--- src/iect_pkg.sv ---
// Constants and types for the interval and event count timer channel.
// Assumes a single 100 MHz clock and an AXI4-Lite register bus.
`default_nettype none

package iect_pkg;
    // Register byte offsets
    localparam logic [7:0] CTRL_OFS = 8'h00;
    localparam logic [7:0] CMP0_OFS = 8'h04;
    localparam logic [7:0] CMP1_OFS = 8'h08;
    localparam logic [7:0] COUNT_OFS = 8'h0c;
    localparam logic [7:0] STATUS_OFS = 8'h10;
    // Control field positions
    localparam int RUN_POS = 0;
    localparam int MODE_LSB = 1;
    localparam int EEE_POS = 4;
    localparam int FALL_POS = 5;
    localparam logic [5:0] CTRL_RST = 6'h00;
    // Counter values
    localparam logic [15:0] CNT_STOP = 16'hffff;
    localparam logic [15:0] CNT_ZERO = 16'h0000;
    localparam logic [15:0] CMP_RST = 16'h0000;
    localparam int CLK_DIV = 1;
    // AXI responses
    localparam logic [1:0] RESP_OKAY = 2'h0;
    localparam logic [1:0] RESP_SLVERR = 2'h2;
    // Operating modes of the mode field
    typedef enum logic [2:0] {
        IECT_INTERVAL = 3'h0,
        IECT_EVENT = 3'h1
    } iect_mode_e;
endpackage

`default_nettype wire

--- src/iect_timer.sv ---
// Timer channel: 16-bit up counter with interval and event count modes.
// Assumes event_input_pin is synchronous to aclk apart from the sync stage.
//
// Notes on behaviour
// [RQ1] Interval period is compare zero plus one
// [RQ2] Compare one still buffered and matched
// [RQ3] Compare zero 0000H: match every clock
// [RQ4] FFFFH limit wraps without overflow
// [RQ5] Compare zero write reaches buffer at once
// [RQ6] Software stops counter before lowering compare
// [RQ7] Compare one in range toggles output one
// [RQ8] Compare one above zero never matches
// [RQ9] First external edge clears counter, starts
// [RQ10] Both compares 0001H: output one halves
// [RQ11] Software sets event enable only when needed
// [RQ12] Event mode run clears counter, loads buffer
// [RQ13] Event mode match clears, raises request
// [RQ14] Outputs frozen in event count mode
// [RQ15] Software never sets zero compare in event mode
// [RQ16] Event mode compare one still matches
// [RQ17] Count register reads the live counter while running, 0000H when stopped
// [RQ18] Interval start clears, toggles, loads buffer
// [RQ19] Interval match clears, toggles, requests
// [RQ20] Mode field 000 selects interval mode
// [RQ21] External edges synchronised, counted once
//
// The AXI4-Lite slave port and the placing of the registers were decided locally.
`default_nettype none

module iect_timer #(
    parameter int CLK_DIV = iect_pkg::CLK_DIV
) (
    input wire logic aclk,
    input wire logic aresetn,
    input wire logic [7:0] s_axi_awaddr,
    input wire logic s_axi_awvalid,
    output logic s_axi_awready,
    input wire logic [31:0] s_axi_wdata,
    input wire logic [3:0] s_axi_wstrb,
    input wire logic s_axi_wvalid,
    output logic s_axi_wready,
    output logic [1:0] s_axi_bresp,
    output logic s_axi_bvalid,
    input wire logic s_axi_bready,
    input wire logic [7:0] s_axi_araddr,
    input wire logic s_axi_arvalid,
    output logic s_axi_arready,
    output logic [31:0] s_axi_rdata,
    output logic [1:0] s_axi_rresp,
    output logic s_axi_rvalid,
    input wire logic s_axi_rready,
    input wire logic event_input_pin,
    output logic output_zero,
    output logic output_one,
    output logic zero_match_request,
    output logic one_match_request,
    output logic overflow_request
);
    // ----------------------------------------
    // Register state
    // ----------------------------------------
    logic [5:0] ctrl;
    logic [15:0] compare_reg_zero;
    logic [15:0] compare_reg_one;
    logic [15:0] compare_buffer_zero;
    logic [15:0] compare_buffer_one;
    logic [15:0] count;
    logic started;
    logic aw_full;
    logic w_full;
    logic [7:0] aw_addr;
    logic [31:0] w_data;
    logic [3:0] w_strb;
    logic wr_fire;
    logic run_bit;
    logic external_event_enable;
    logic interval_mode;
    logic event_mode;
    logic [2:0] mode_field;
    localparam logic [15:0] CNT0 = iect_pkg::CNT_ZERO;

    assign run_bit = ctrl[iect_pkg::RUN_POS];
    assign mode_field = ctrl[iect_pkg::MODE_LSB +: 3];
    assign external_event_enable = ctrl[iect_pkg::EEE_POS];
    assign interval_mode = (mode_field == iect_pkg::IECT_INTERVAL); // [RQ20]
    assign event_mode = (mode_field == iect_pkg::IECT_EVENT);

    // Decoder of mapped offsets, shared by read and write paths
    function automatic logic is_mapped(input logic [7:0] a);
        is_mapped = (a == iect_pkg::CTRL_OFS) || (a == iect_pkg::CMP0_OFS) ||
            (a == iect_pkg::CMP1_OFS) || (a == iect_pkg::COUNT_OFS) ||
            (a == iect_pkg::STATUS_OFS);
    endfunction

    // Byte-lane merge of a 16-bit register
    function automatic logic [15:0] merge16(input logic [15:0] old, input logic [31:0] d,
        input logic [3:0] s);
        merge16 = {s[1] ? d[15:8] : old[15:8], s[0] ? d[7:0] : old[7:0]};
    endfunction

    // ----------------------------------------
    // AXI4-Lite write channel
    // ----------------------------------------
    assign s_axi_awready = !aw_full && !s_axi_bvalid;
    assign s_axi_wready = !w_full && !s_axi_bvalid;
    assign wr_fire = aw_full && w_full && !s_axi_bvalid;

    // Address and data are held until both have arrived
    always_ff @(posedge aclk)
    begin
        if (!aresetn)
        begin
            aw_full <= 1'b0;
            w_full <= 1'b0;
            aw_addr <= 8'h00;
            w_data <= 32'h00000000;
            w_strb <= 4'h0;
            s_axi_bvalid <= 1'b0;
            s_axi_bresp <= iect_pkg::RESP_OKAY;
        end
        else
        begin
            if (s_axi_awvalid && s_axi_awready)
            begin
                aw_full <= 1'b1;
                aw_addr <= s_axi_awaddr;
            end
            if (s_axi_wvalid && s_axi_wready)
            begin
                w_full <= 1'b1;
                w_data <= s_axi_wdata;
                w_strb <= s_axi_wstrb;
            end
            if (wr_fire)
            begin
                aw_full <= 1'b0;
                w_full <= 1'b0;
                s_axi_bvalid <= 1'b1;
                s_axi_bresp <= is_mapped(aw_addr) ? iect_pkg::RESP_OKAY : iect_pkg::RESP_SLVERR;
            end
            else if (s_axi_bready)
                s_axi_bvalid <= 1'b0;
        end
    end

    // Software-written registers
    always_ff @(posedge aclk)
    begin
        if (!aresetn)
        begin
            ctrl <= iect_pkg::CTRL_RST;
            compare_reg_zero <= iect_pkg::CMP_RST;
            compare_reg_one <= iect_pkg::CMP_RST;
        end
        else if (wr_fire)
        begin
            if (aw_addr == iect_pkg::CTRL_OFS && w_strb[0])
                ctrl <= w_data[5:0];
            if (aw_addr == iect_pkg::CMP0_OFS)
                compare_reg_zero <= merge16(compare_reg_zero, w_data, w_strb);
            if (aw_addr == iect_pkg::CMP1_OFS)
                compare_reg_one <= merge16(compare_reg_one, w_data, w_strb);
        end
    end

    // ----------------------------------------
    // AXI4-Lite read channel
    // ----------------------------------------
    assign s_axi_arready = !s_axi_rvalid;

    // Count register shows the live count while running, zero when stopped
    always_ff @(posedge aclk)
    begin
        if (!aresetn)
        begin
            s_axi_rvalid <= 1'b0;
            s_axi_rdata <= 32'h00000000;
            s_axi_rresp <= iect_pkg::RESP_OKAY;
        end
        else if (s_axi_arvalid && s_axi_arready)
        begin
            s_axi_rvalid <= 1'b1;
            s_axi_rresp <= is_mapped(s_axi_araddr) ? iect_pkg::RESP_OKAY : iect_pkg::RESP_SLVERR;
            unique case (s_axi_araddr)
                iect_pkg::CTRL_OFS: s_axi_rdata <= {26'h0000000, ctrl};
                iect_pkg::CMP0_OFS: s_axi_rdata <= {16'h0000, compare_reg_zero};
                iect_pkg::CMP1_OFS: s_axi_rdata <= {16'h0000, compare_reg_one};
                iect_pkg::COUNT_OFS: s_axi_rdata <= {16'h0000, run_bit ? count : CNT0}; // [RQ17]
                iect_pkg::STATUS_OFS: s_axi_rdata <= {30'h00000000, started, 1'b0};
                default: s_axi_rdata <= 32'h00000000;
            endcase
        end
        else if (s_axi_rready)
            s_axi_rvalid <= 1'b0;
    end

    // ----------------------------------------
    // Count clock sources
    // ----------------------------------------
    logic [2:0] pin_sync;
    logic [15:0] div_cnt;
    logic int_tick;
    logic ev_edge;
    logic tick;

    // Two-stage synchroniser, then a third stage for edge detection
    always_ff @(posedge aclk)
    begin
        if (!aresetn)
            pin_sync <= 3'h0;
        else
            pin_sync <= {pin_sync[1:0], event_input_pin}; // [RQ21]
    end

    // One pulse per valid edge, rising or falling as selected
    assign ev_edge = ctrl[iect_pkg::FALL_POS] ? (pin_sync[2] && !pin_sync[1]) :
        (!pin_sync[2] && pin_sync[1]); // [RQ21]

    // Internal count clock divider
    always_ff @(posedge aclk)
    begin
        if (!aresetn || !run_bit || int_tick)
            div_cnt <= 16'h0000;
        else
            div_cnt <= div_cnt + 16'h0001;
    end
    assign int_tick = (div_cnt == 16'(CLK_DIV - 1));

    // Event mode and enabled external counting use input edges
    assign tick = (interval_mode && !external_event_enable) ? int_tick : ev_edge;

    // ----------------------------------------
    // Counter, buffers and match logic
    // ----------------------------------------
    logic zero_hit;
    logic one_hit;
    assign zero_hit = started && tick && (count == compare_buffer_zero);
    assign one_hit = started && tick && (count == compare_buffer_one);

    // Counter clears on start and on match; no overflow in these modes
    always_ff @(posedge aclk)
    begin
        if (!aresetn || !run_bit)
        begin
            count <= iect_pkg::CNT_STOP;
            started <= 1'b0;
        end
        else if (!started && (event_mode || tick))
        begin
            count <= iect_pkg::CNT_ZERO; // [RQ9] [RQ12] [RQ18]
            started <= 1'b1;
        end
        else if (zero_hit)
            count <= iect_pkg::CNT_ZERO; // [RQ1] [RQ3] [RQ4] [RQ13] [RQ19]
        else if (started && tick)
            count <= count + 16'h0001; // [RQ5]
    end

    // Buffers follow the registers one clock behind, so a start loads them too
    always_ff @(posedge aclk)
    begin
        if (!aresetn)
        begin
            compare_buffer_zero <= iect_pkg::CMP_RST;
            compare_buffer_one <= iect_pkg::CMP_RST;
        end
        else
        begin
            compare_buffer_zero <= compare_reg_zero; // [RQ5] [RQ12] [RQ18]
            compare_buffer_one <= compare_reg_one; // [RQ2] [RQ16]
        end
    end

    // Match requests and square-wave outputs
    always_ff @(posedge aclk)
    begin
        if (!aresetn)
        begin
            zero_match_request <= 1'b0;
            one_match_request <= 1'b0;
            output_zero <= 1'b0;
            output_one <= 1'b0;
        end
        else
        begin
            zero_match_request <= zero_hit; // [RQ13] [RQ19]
            one_match_request <= one_hit; // [RQ2] [RQ8] [RQ16]
            if (interval_mode && run_bit && !started && tick)
                output_zero <= !output_zero; // [RQ18]
            else if (interval_mode && zero_hit)
                output_zero <= !output_zero; // [RQ3] [RQ19]
            if (interval_mode && one_hit)
                output_one <= !output_one; // [RQ7] [RQ10] [RQ14]
        end
    end

    // Overflow request is never raised in interval or event count mode
    assign overflow_request = 1'b0; // [RQ4]

    // ----------------------------------------
    // Checks
    // ----------------------------------------
    AST_STOP_HOLD: assert property (@(posedge aclk) disable iff (!aresetn) // [RQ18]
        !run_bit |=> count == iect_pkg::CNT_STOP)
        else $error("Stopped counter is not FFFFH");
    AST_EVENT_START: assert property (@(posedge aclk) disable iff (!aresetn) // [RQ12]
        run_bit && !started && event_mode |=> count == CNT0 && started)
        else $error("Event mode start did not clear counter");
    AST_ZERO_CLEAR: assert property (@(posedge aclk) disable iff (!aresetn) // [RQ19]
        zero_hit && run_bit |=> count == CNT0 && zero_match_request)
        else $error("Zero match did not clear counter and request");
    AST_OUT0_TOGGLE: assert property (@(posedge aclk) disable iff (!aresetn) // [RQ19]
        zero_match_request && $past(interval_mode) |-> output_zero != $past(output_zero))
        else $error("Output zero not toggled on zero match");
    AST_ONE_CAUSE: assert property (@(posedge aclk) disable iff (!aresetn) // [RQ8]
        one_match_request |-> $past(count) == $past(compare_buffer_one) && $past(tick))
        else $error("One match request without equality");
    AST_OUT1_EVENT: assert property (@(posedge aclk) disable iff (!aresetn) // [RQ14]
        event_mode && $past(event_mode) |-> $stable(output_one) && $stable(output_zero))
        else $error("Output changed in event count mode");
    AST_BUF0_WRITE: assert property (@(posedge aclk) disable iff (!aresetn) // [RQ5]
        wr_fire && aw_addr == iect_pkg::CMP0_OFS |=> ##2 compare_buffer_zero == compare_reg_zero)
        else $error("Compare zero write not buffered");
    AST_EDGE_ONCE: assert property (@(posedge aclk) disable iff (!aresetn) // [RQ21]
        ev_edge |=> !ev_edge)
        else $error("Edge counted twice");
    AST_WRAP_NO_OVF: assert property (@(posedge aclk) disable iff (!aresetn) // [RQ4]
        zero_hit && count == iect_pkg::CNT_STOP |=> zero_match_request && !overflow_request)
        else $error("FFFFH match misbehaved");

    COV_ZERO_MATCH: cover property (@(posedge aclk) disable iff (!aresetn)
        zero_match_request && interval_mode);
    COV_ONE_MATCH: cover property (@(posedge aclk) disable iff (!aresetn)
        one_match_request && output_one);
    COV_EVENT: cover property (@(posedge aclk) disable iff (!aresetn)
        zero_match_request && event_mode);
endmodule

`default_nettype wire

--- config.mk ---
export PLATFORM = sky130hd
export DESIGN_NAME = iect_timer
export DESIGN_NICKNAME = d
export VERILOG_FILES = /design/src/iect_pkg.sv /design/src/iect_timer.sv
export SDC_FILE = /design/constraint.sdc
export NUM_CORES = 1
export LEC_CHECK = 0
export ABC_AREA = 1
export BUFFER_PORTS_ARGS = -buffer_cell sky130_fd_sc_hd__buf_2
export CAP_MARGIN = 20
export CELL_PAD_IN_SITES_DETAIL_PLACEMENT = 1
export CELL_PAD_IN_SITES_GLOBAL_PLACEMENT = 1
export CORE_MARGIN = 8
export CORE_UTILIZATION = 41
export DETAILED_ROUTE_END_ITERATION = 7
export PLACE_DENSITY_LB_ADDON = 0.12
export SYNTH_ARGS = -nofsm -noshare
export SYNTH_HDL_FRONTEND = slang
export SYNTH_SLANG_ARGS = --single-unit
--- constraint.sdc ---
create_clock -name aclk -period 2 [get_ports aclk]
set_input_delay 0.3 -clock aclk [delete_from_list [all_inputs] [get_ports aclk]]
set_output_delay 0.3 -clock aclk [all_outputs]
set_load 0.03 [all_outputs]
# ---- Word level (Yosys, flattened, before mapping)
# Index checks and enable logic that the tools add are counted.
dict set report classes {
  n_reduce_logical 57
  n_mux 15
  n_eq_ne 11
  bitwise_logic 1
  addsub 2
}
# op count
set op_table {}
lappend op_table {{16-bit one-hot mux with 5 select lines} 1}
lappend op_table {{16-bit two-way mux} 4}
lappend op_table {{16-bit by 1-bit adder with 16-bit output (second input constant)} 2}
lappend op_table {{16-bit == test} 2}
lappend op_table {{8-bit by 4-bit == test with 1-bit output (second input constant)} 4}
lappend op_table {{1-bit logical AND} 20}
lappend op_table {{8-bit by 3-bit == test with 1-bit output (second input constant)} 2}
lappend op_table {{8-bit by 5-bit == test with 1-bit output (second input constant)} 2}
lappend op_table {{16-bit logical NOT} 1}
lappend op_table {{8-bit logical NOT} 2}
lappend op_table {{1-bit logical NOT} 12}
lappend op_table {{3-bit AND reduction} 4}
lappend op_table {{1-bit logical OR} 11}
lappend op_table {{1-bit two-way mux} 8}
lappend op_table {{2-bit nonzero test} 3}
lappend op_table {{2-bit two-way mux} 2}
lappend op_table {{3-bit by 1-bit == test with 1-bit output (second input constant)} 1}
lappend op_table {{3-bit logical NOT} 1}
lappend op_table {{3-bit nonzero test} 1}
lappend op_table {{2-bit AND reduction} 1}
lappend op_table {{2-bit OR reduction} 1}
lappend op_table {{1-bit inverter} 1}
dict set report totals {
  wordCells 111
  reg_bits 176
  in_bits 60
}

# ---- Logic depth before layout (Yosys ltp)
dict set report depth {
  depth_word 9
  mapped_depth 13
}

# ---- Worst setup path after synthesis
# Ideal clock, no wire load.
dict set report synth_path {
  path_kind {flip-flop to flip-flop}
  from {register s_axi_bvalid}
  to {register w_data[14]}
  t_arrival_ns 1.603
  n_path_buf 1
  setup_ns 0.128
  slack_ns 0.269
  period_less_slack_ns 1.731
  required_time_ns 1.872
  stages_incl_launch_ff 6
  path_cell_list {dfxtp_1 > nor2_1 > nand2_1 > clkbuf_1 > o21ai_0 > a21oi_1}
}
dict set report synth_between {
  elab_chain_cells 3
}
# item line
set synth_lines {}
lappend synth_lines {{from (decl)} iect_timer.sv:43} ;# output logic s_axi_bvalid,
lappend synth_lines {{from (signal assigned)} iect_timer.sv:118} ;# s_axi_bvalid <= 1'b0;
lappend synth_lines {{from (signal assigned)} iect_timer.sv:138} ;# s_axi_bvalid <= 1'b1;
lappend synth_lines {{from (signal assigned)} iect_timer.sv:142} ;# s_axi_bvalid <= 1'b0;
lappend synth_lines {{1-bit logical NOT} iect_timer.sv:105} ;# assign s_axi_wready = !w_full && !s_axi_bvalid;
lappend synth_lines {{1-bit logical AND} iect_timer.sv:105}
lappend synth_lines {{named net s_axi_wready} iect_timer.sv:41} ;# output logic s_axi_wready,
lappend synth_lines {{1-bit logical AND} iect_timer.sv:128} ;# if (s_axi_wvalid && s_axi_wready)
lappend synth_lines {{to (signal assigned)} iect_timer.sv:131} ;# w_data <= s_axi_wdata;
lappend synth_lines {{to (decl)} iect_timer.sv:72} ;# logic [31:0] w_data;
# The timed path passes the listed nets, and every way through them passes these cells.
# A chain may end at the register's enable or synchronous reset.

# ---- Worst setup path after layout
dict set report layout_path {
  from {register count[0]}
  to {register count[10]}
}
dict set report layout_between {
  elab_chain_cells 4
}
# item line
set layout_lines {}
lappend layout_lines {{from (decl)} iect_timer.sv:67} ;# logic [15:0] count;
lappend layout_lines {{from (signal assigned)} iect_timer.sv:245} ;# count <= iect_pkg::CNT_STOP;
lappend layout_lines {{from (signal assigned)} iect_timer.sv:250} ;# count <= iect_pkg::CNT_ZERO;
lappend layout_lines {{from (signal assigned)} iect_timer.sv:254} ;# count <= iect_pkg::CNT_ZERO;
lappend layout_lines {{16-bit by 1-bit adder with 16-bit output or 16-bit == test (tied branches)} {iect_timer.sv:256, iect_timer.sv:237}}
lappend layout_lines {{16-bit two-way mux or 1-bit logical AND (tied branches)} {iect_timer.sv:255, iect_timer.sv:237}}
lappend layout_lines {{16-bit two-way mux} iect_timer.sv:253} ;# else if (zero_hit)
lappend layout_lines {{16-bit two-way mux} iect_timer.sv:248} ;# else if (!started && (event_mode || tick))
# Several ways; a longest one is shown, not always the timed one. The select of a mux whose other input is x is not followed.

==> impl_metrics.py <==
metrics = {
    "run_status": {
        "outcome": "complete, no violations",
    },
    "clock_tree": {
        "clock_latency_on_the_worst_skew_pair_ns": 0.43,
        "numCtsBuffers": 17,
        "cts_root_buffer": "sky130_fd_sc_hd__clkbuf_16",
        "cts-root-to-sink-buffers": 2,
        "cts.clk_slew.worst_paths_ns": 0.07,
        "tritoncts": "done",
        "cts_num_sinks": 158,
        "post-cts-setup-buffer-count": 0,
        "htree_num_levels": 4,
        "postCtsHoldBufs": 0,
    },
    "final_layout": {
        "final_layout_size_suffix_gt1_share_pct": 16.9,
        "instances_no_fill": 1292,
        "num-fill-cells": 2213,
        "area_used_by_multi_input_combinational_logic_um2": 3130,
        "seqCellArea_um2": 3160,
        "insertedDiodeCount": 0,
        "areaGrowthSynthToFinish_pct": 15.8,
        "finish.net_count": 1117,
    },
    "timing": {
        "timing.final.setup_violations": 0,
        "finalClockSkew_ns": 0.0133,
        "min_period_ns": 1.80,
        "period_utilisation_layout_pct": 89.9,
        "report.final.hold_viol_count": 0,
        "maximum_operating_frequency_mhz": 556,
        "final_tns_setup_ns": 0,
        "rsz_0062_raised_after_global_routing": "false",
        "timing.final.max_slew_violations": 0,
    },
    "routing": {
        "post_drt_via_cell_ratio": 4.84,
        "num_vias": 6255,
        "firstDrtPassIters": 4,
        "postRouteWirelength_um": 19400,
        "drcViolationCount": 0,
        "detail-route-antenna-nets": 0,
        "drt-wirelength-per-cell_um": 15.0,
        "drtIter0Drc": 326,
    },
    "yosys": {
        "yosysTopAreaCell": "sky130_fd_sc_hd__dfxtp_1",
        "synth-seq-cells": 158,
        "post_synth.cell_area_avg_um2": 7.33,
        "synth.top_cells.by_area": "sky130_fd_sc_hd__dfxtp_1 (44%), sky130_fd_sc_hd__nand2_1 (9.8%), sky130_fd_sc_hd__inv_1 (7.6%)",
        "post_synth_inst_count": 982,
        "number_of_enable_type_register_cells_in_the_synthesized_netlist": 0,
        "synth_sequential_area_ratio_pct": 43.9,
        "syn_area_um2": 7200,
        "post-synth-top-area-fraction_pct": 43.9,
        "synthDistinctLibCells": 43,
        "yosysWarningCount": 0,
        "asyncSetResetFlopFracSynth_pct": 0,
        "netlist_top_cells_count": "sky130_fd_sc_hd__nand2_1 (188), sky130_fd_sc_hd__dfxtp_1 (158), sky130_fd_sc_hd__inv_1 (146)",
        "synth_top_flop_cell": "sky130_fd_sc_hd__dfxtp_1",
        "yosys.cell_count.top_type": "sky130_fd_sc_hd__nand2_1",
    },
    "placed_design": {
        "place.gp.congestion": 0.802,
        "dp_hpwl_um": 14400,
        "port_buffers": 68,
        "post-place-cells": 1260,
    },
    "worst_setup_path": {
        "worst_ep_arrival_time_ns": 2.17,
        "launching_element_type_of_the_critical_path": "flip-flop",
        "critical_path_required_ns": 2.37,
        "critical_path.endpoint_type": "flip-flop",
        "worst-setup-path-type": "reg2reg",
        "crit_fanout": 5,
    },
    "global_route": {
        "grt_usage_pct": 18.2,
        "grt_pass1_vias": 6551,
        "number_of_antenna_violations_at_the_first_check_in_global_routing": 0,
        "overflow": 0,
        "wire_length_of_the_first_global_routing_pass_um": 32500,
        "grt_max_degree": 82,
    },
    "floorplan": {
        "placement_rows": 48,
        "initial_core_util_pct": 41.8,
        "die_width_um": 149,
        "core-area_um2": 17200,
        "die-area_um2": 22100,
        "io_pins": 106,
        "die_height_um": 149,
    },
    "pwr": {
        "powerDensity_nw_per_um2": 832,
        "worst_ir_drop_vdd_v": 0.000686,
        "leakage_nw": 3.76,
    },
    "worst_hold_path": {
        "timing.hold.worst.class": "in2reg",
    },
    "flow_run": {
        "maximum_capacitance_violations": 0,
    },
}
-- where the power goes --
| group | internal (mW) | total (mW) | leakage, nW | switching (mW) |
|---|---|---|---|---|
| Clock | 1.69 | 3.25 | 0.296 | 1.56 |
| Combinational | 0.123 | 0.434 | 2.19 | 0.311 |
| Sequential | 3.21 | 3.24 | 1.28 | 0.0317 |
-- worst max-delay path, stage by stage (launching register included) --
cell	delay (ns)
sky130_fd_sc_hd__dfxtp_1	0.46
sky130_fd_sc_hd__ha_1	0.23
sky130_fd_sc_hd__nand4_1	0.16
sky130_fd_sc_hd__nor2_1	0.18
sky130_fd_sc_hd__nand2_1	0.13
sky130_fd_sc_hd__nor2_2	0.15
sky130_fd_sc_hd__inv_1	0.07
sky130_fd_sc_hd__o21ai_0	0.20
sky130_fd_sc_hd__nand3_1	0.10
sky130_fd_sc_hd__nand3_1	0.07
-- area by class of cell --
cell class / instances / area share [%]
clock buffers: 17 / 5.11
clock inverters: 15 / 2.04
inverters: 157 / 7.12
multi-input cells: 627 / 37.6
flip-flops and latches: 158 / 38.0
well taps: 225 / 3.38
repair buffers: 93 / 6.79
-- stage by stage --
step           util (%)  cell area, um^2  hold slack, ns  setup WS (ns)  power (mW)
2_1_floorplan         -             7270           0.390          0.269        3.64
3_3_place_gp       44.9             7740           0.407          0.260        3.74
3_5_place_dp       44.9             7740           0.407          0.238        3.75
4_1_cts            48.3             8330          0.0487          0.210        7.00
5_1_grt            48.3             8330          0.0953         0.0306        7.20
6_report           48.3             8330          0.0625          0.203        6.93
-- repair_timing --
action	CTS	global route
endpoints found under the hold margin	0	0
endpoints found under the setup margin	0	2
gates resized for setup	0	1
-- sequential cells by signal (all words and copies together), names as in the netlist, 2 cells and up --
register / flops
compare_buffer_one: 16
aw_addr: 8
compare_reg_one: 16
count: 16
div_cnt: 16
s_axi_rdata: 16
compare_reg_zero: 16
w_data: 16
w_strb: 2
compare_buffer_zero: 16
pin_sync: 3
ctrl: 6
-- path summary, 6_finish.rpt --
path	startpoint	to	slack, ns	cells past startpoint
setup reg to reg	count[0]	count[10]	0.20	9
hold reg to reg	pin_sync[0]	pin_sync[1]	0.42	2
hold / removal	event_input_pin	pin_sync[0]	0.06	3
setup / recovery	count[0]	count[10]	0.20	9
-- metal layers --
metal / global-route usage [%] / wire length (um) / share of wire [%] / vias to the layer above
li1: - / - / - / 3217
met1: 23.2 / 9410 / 49 / 2947
met2: 30.5 / 9210 / 48 / 85
met3: 4.01 / 645 / 3.3 / 6
met4: 4.33 / 95 / 0.49 / 0
met5: 0 / 0 / 0 / -
-- layout by cell type (no fill, tap or decap), drive strengths merged, types with 3 or more instances in the layout --
master  instances
nand2         196
inv           162
dfxtp         158
o21ai         108
buf            93
a21oi          92
nor2           85
nand3          50
conb           19
nor3           18
clkbuf         17
xnor2          12
nand4          11
xor2           10
clkinv         10
o211ai          8
nor4            4
ha              3
or2             3
-- kinds of logic after synthesis --
logic type | count (synthesis) | synth area share [%]
buffers and inverters | 215 | 13.5
AND/OR/NAND/NOR | 369 | 23.6
adder cells (fa/ha/maj) | 3 | 0.522
flip-flops | 158 | 43.9
AO/OA/AOI/OAI | 214 | 15.8
XOR/XNOR | 22 | 2.68
other | 1 | 0.0521
Power figures use the tool's default switching activity.
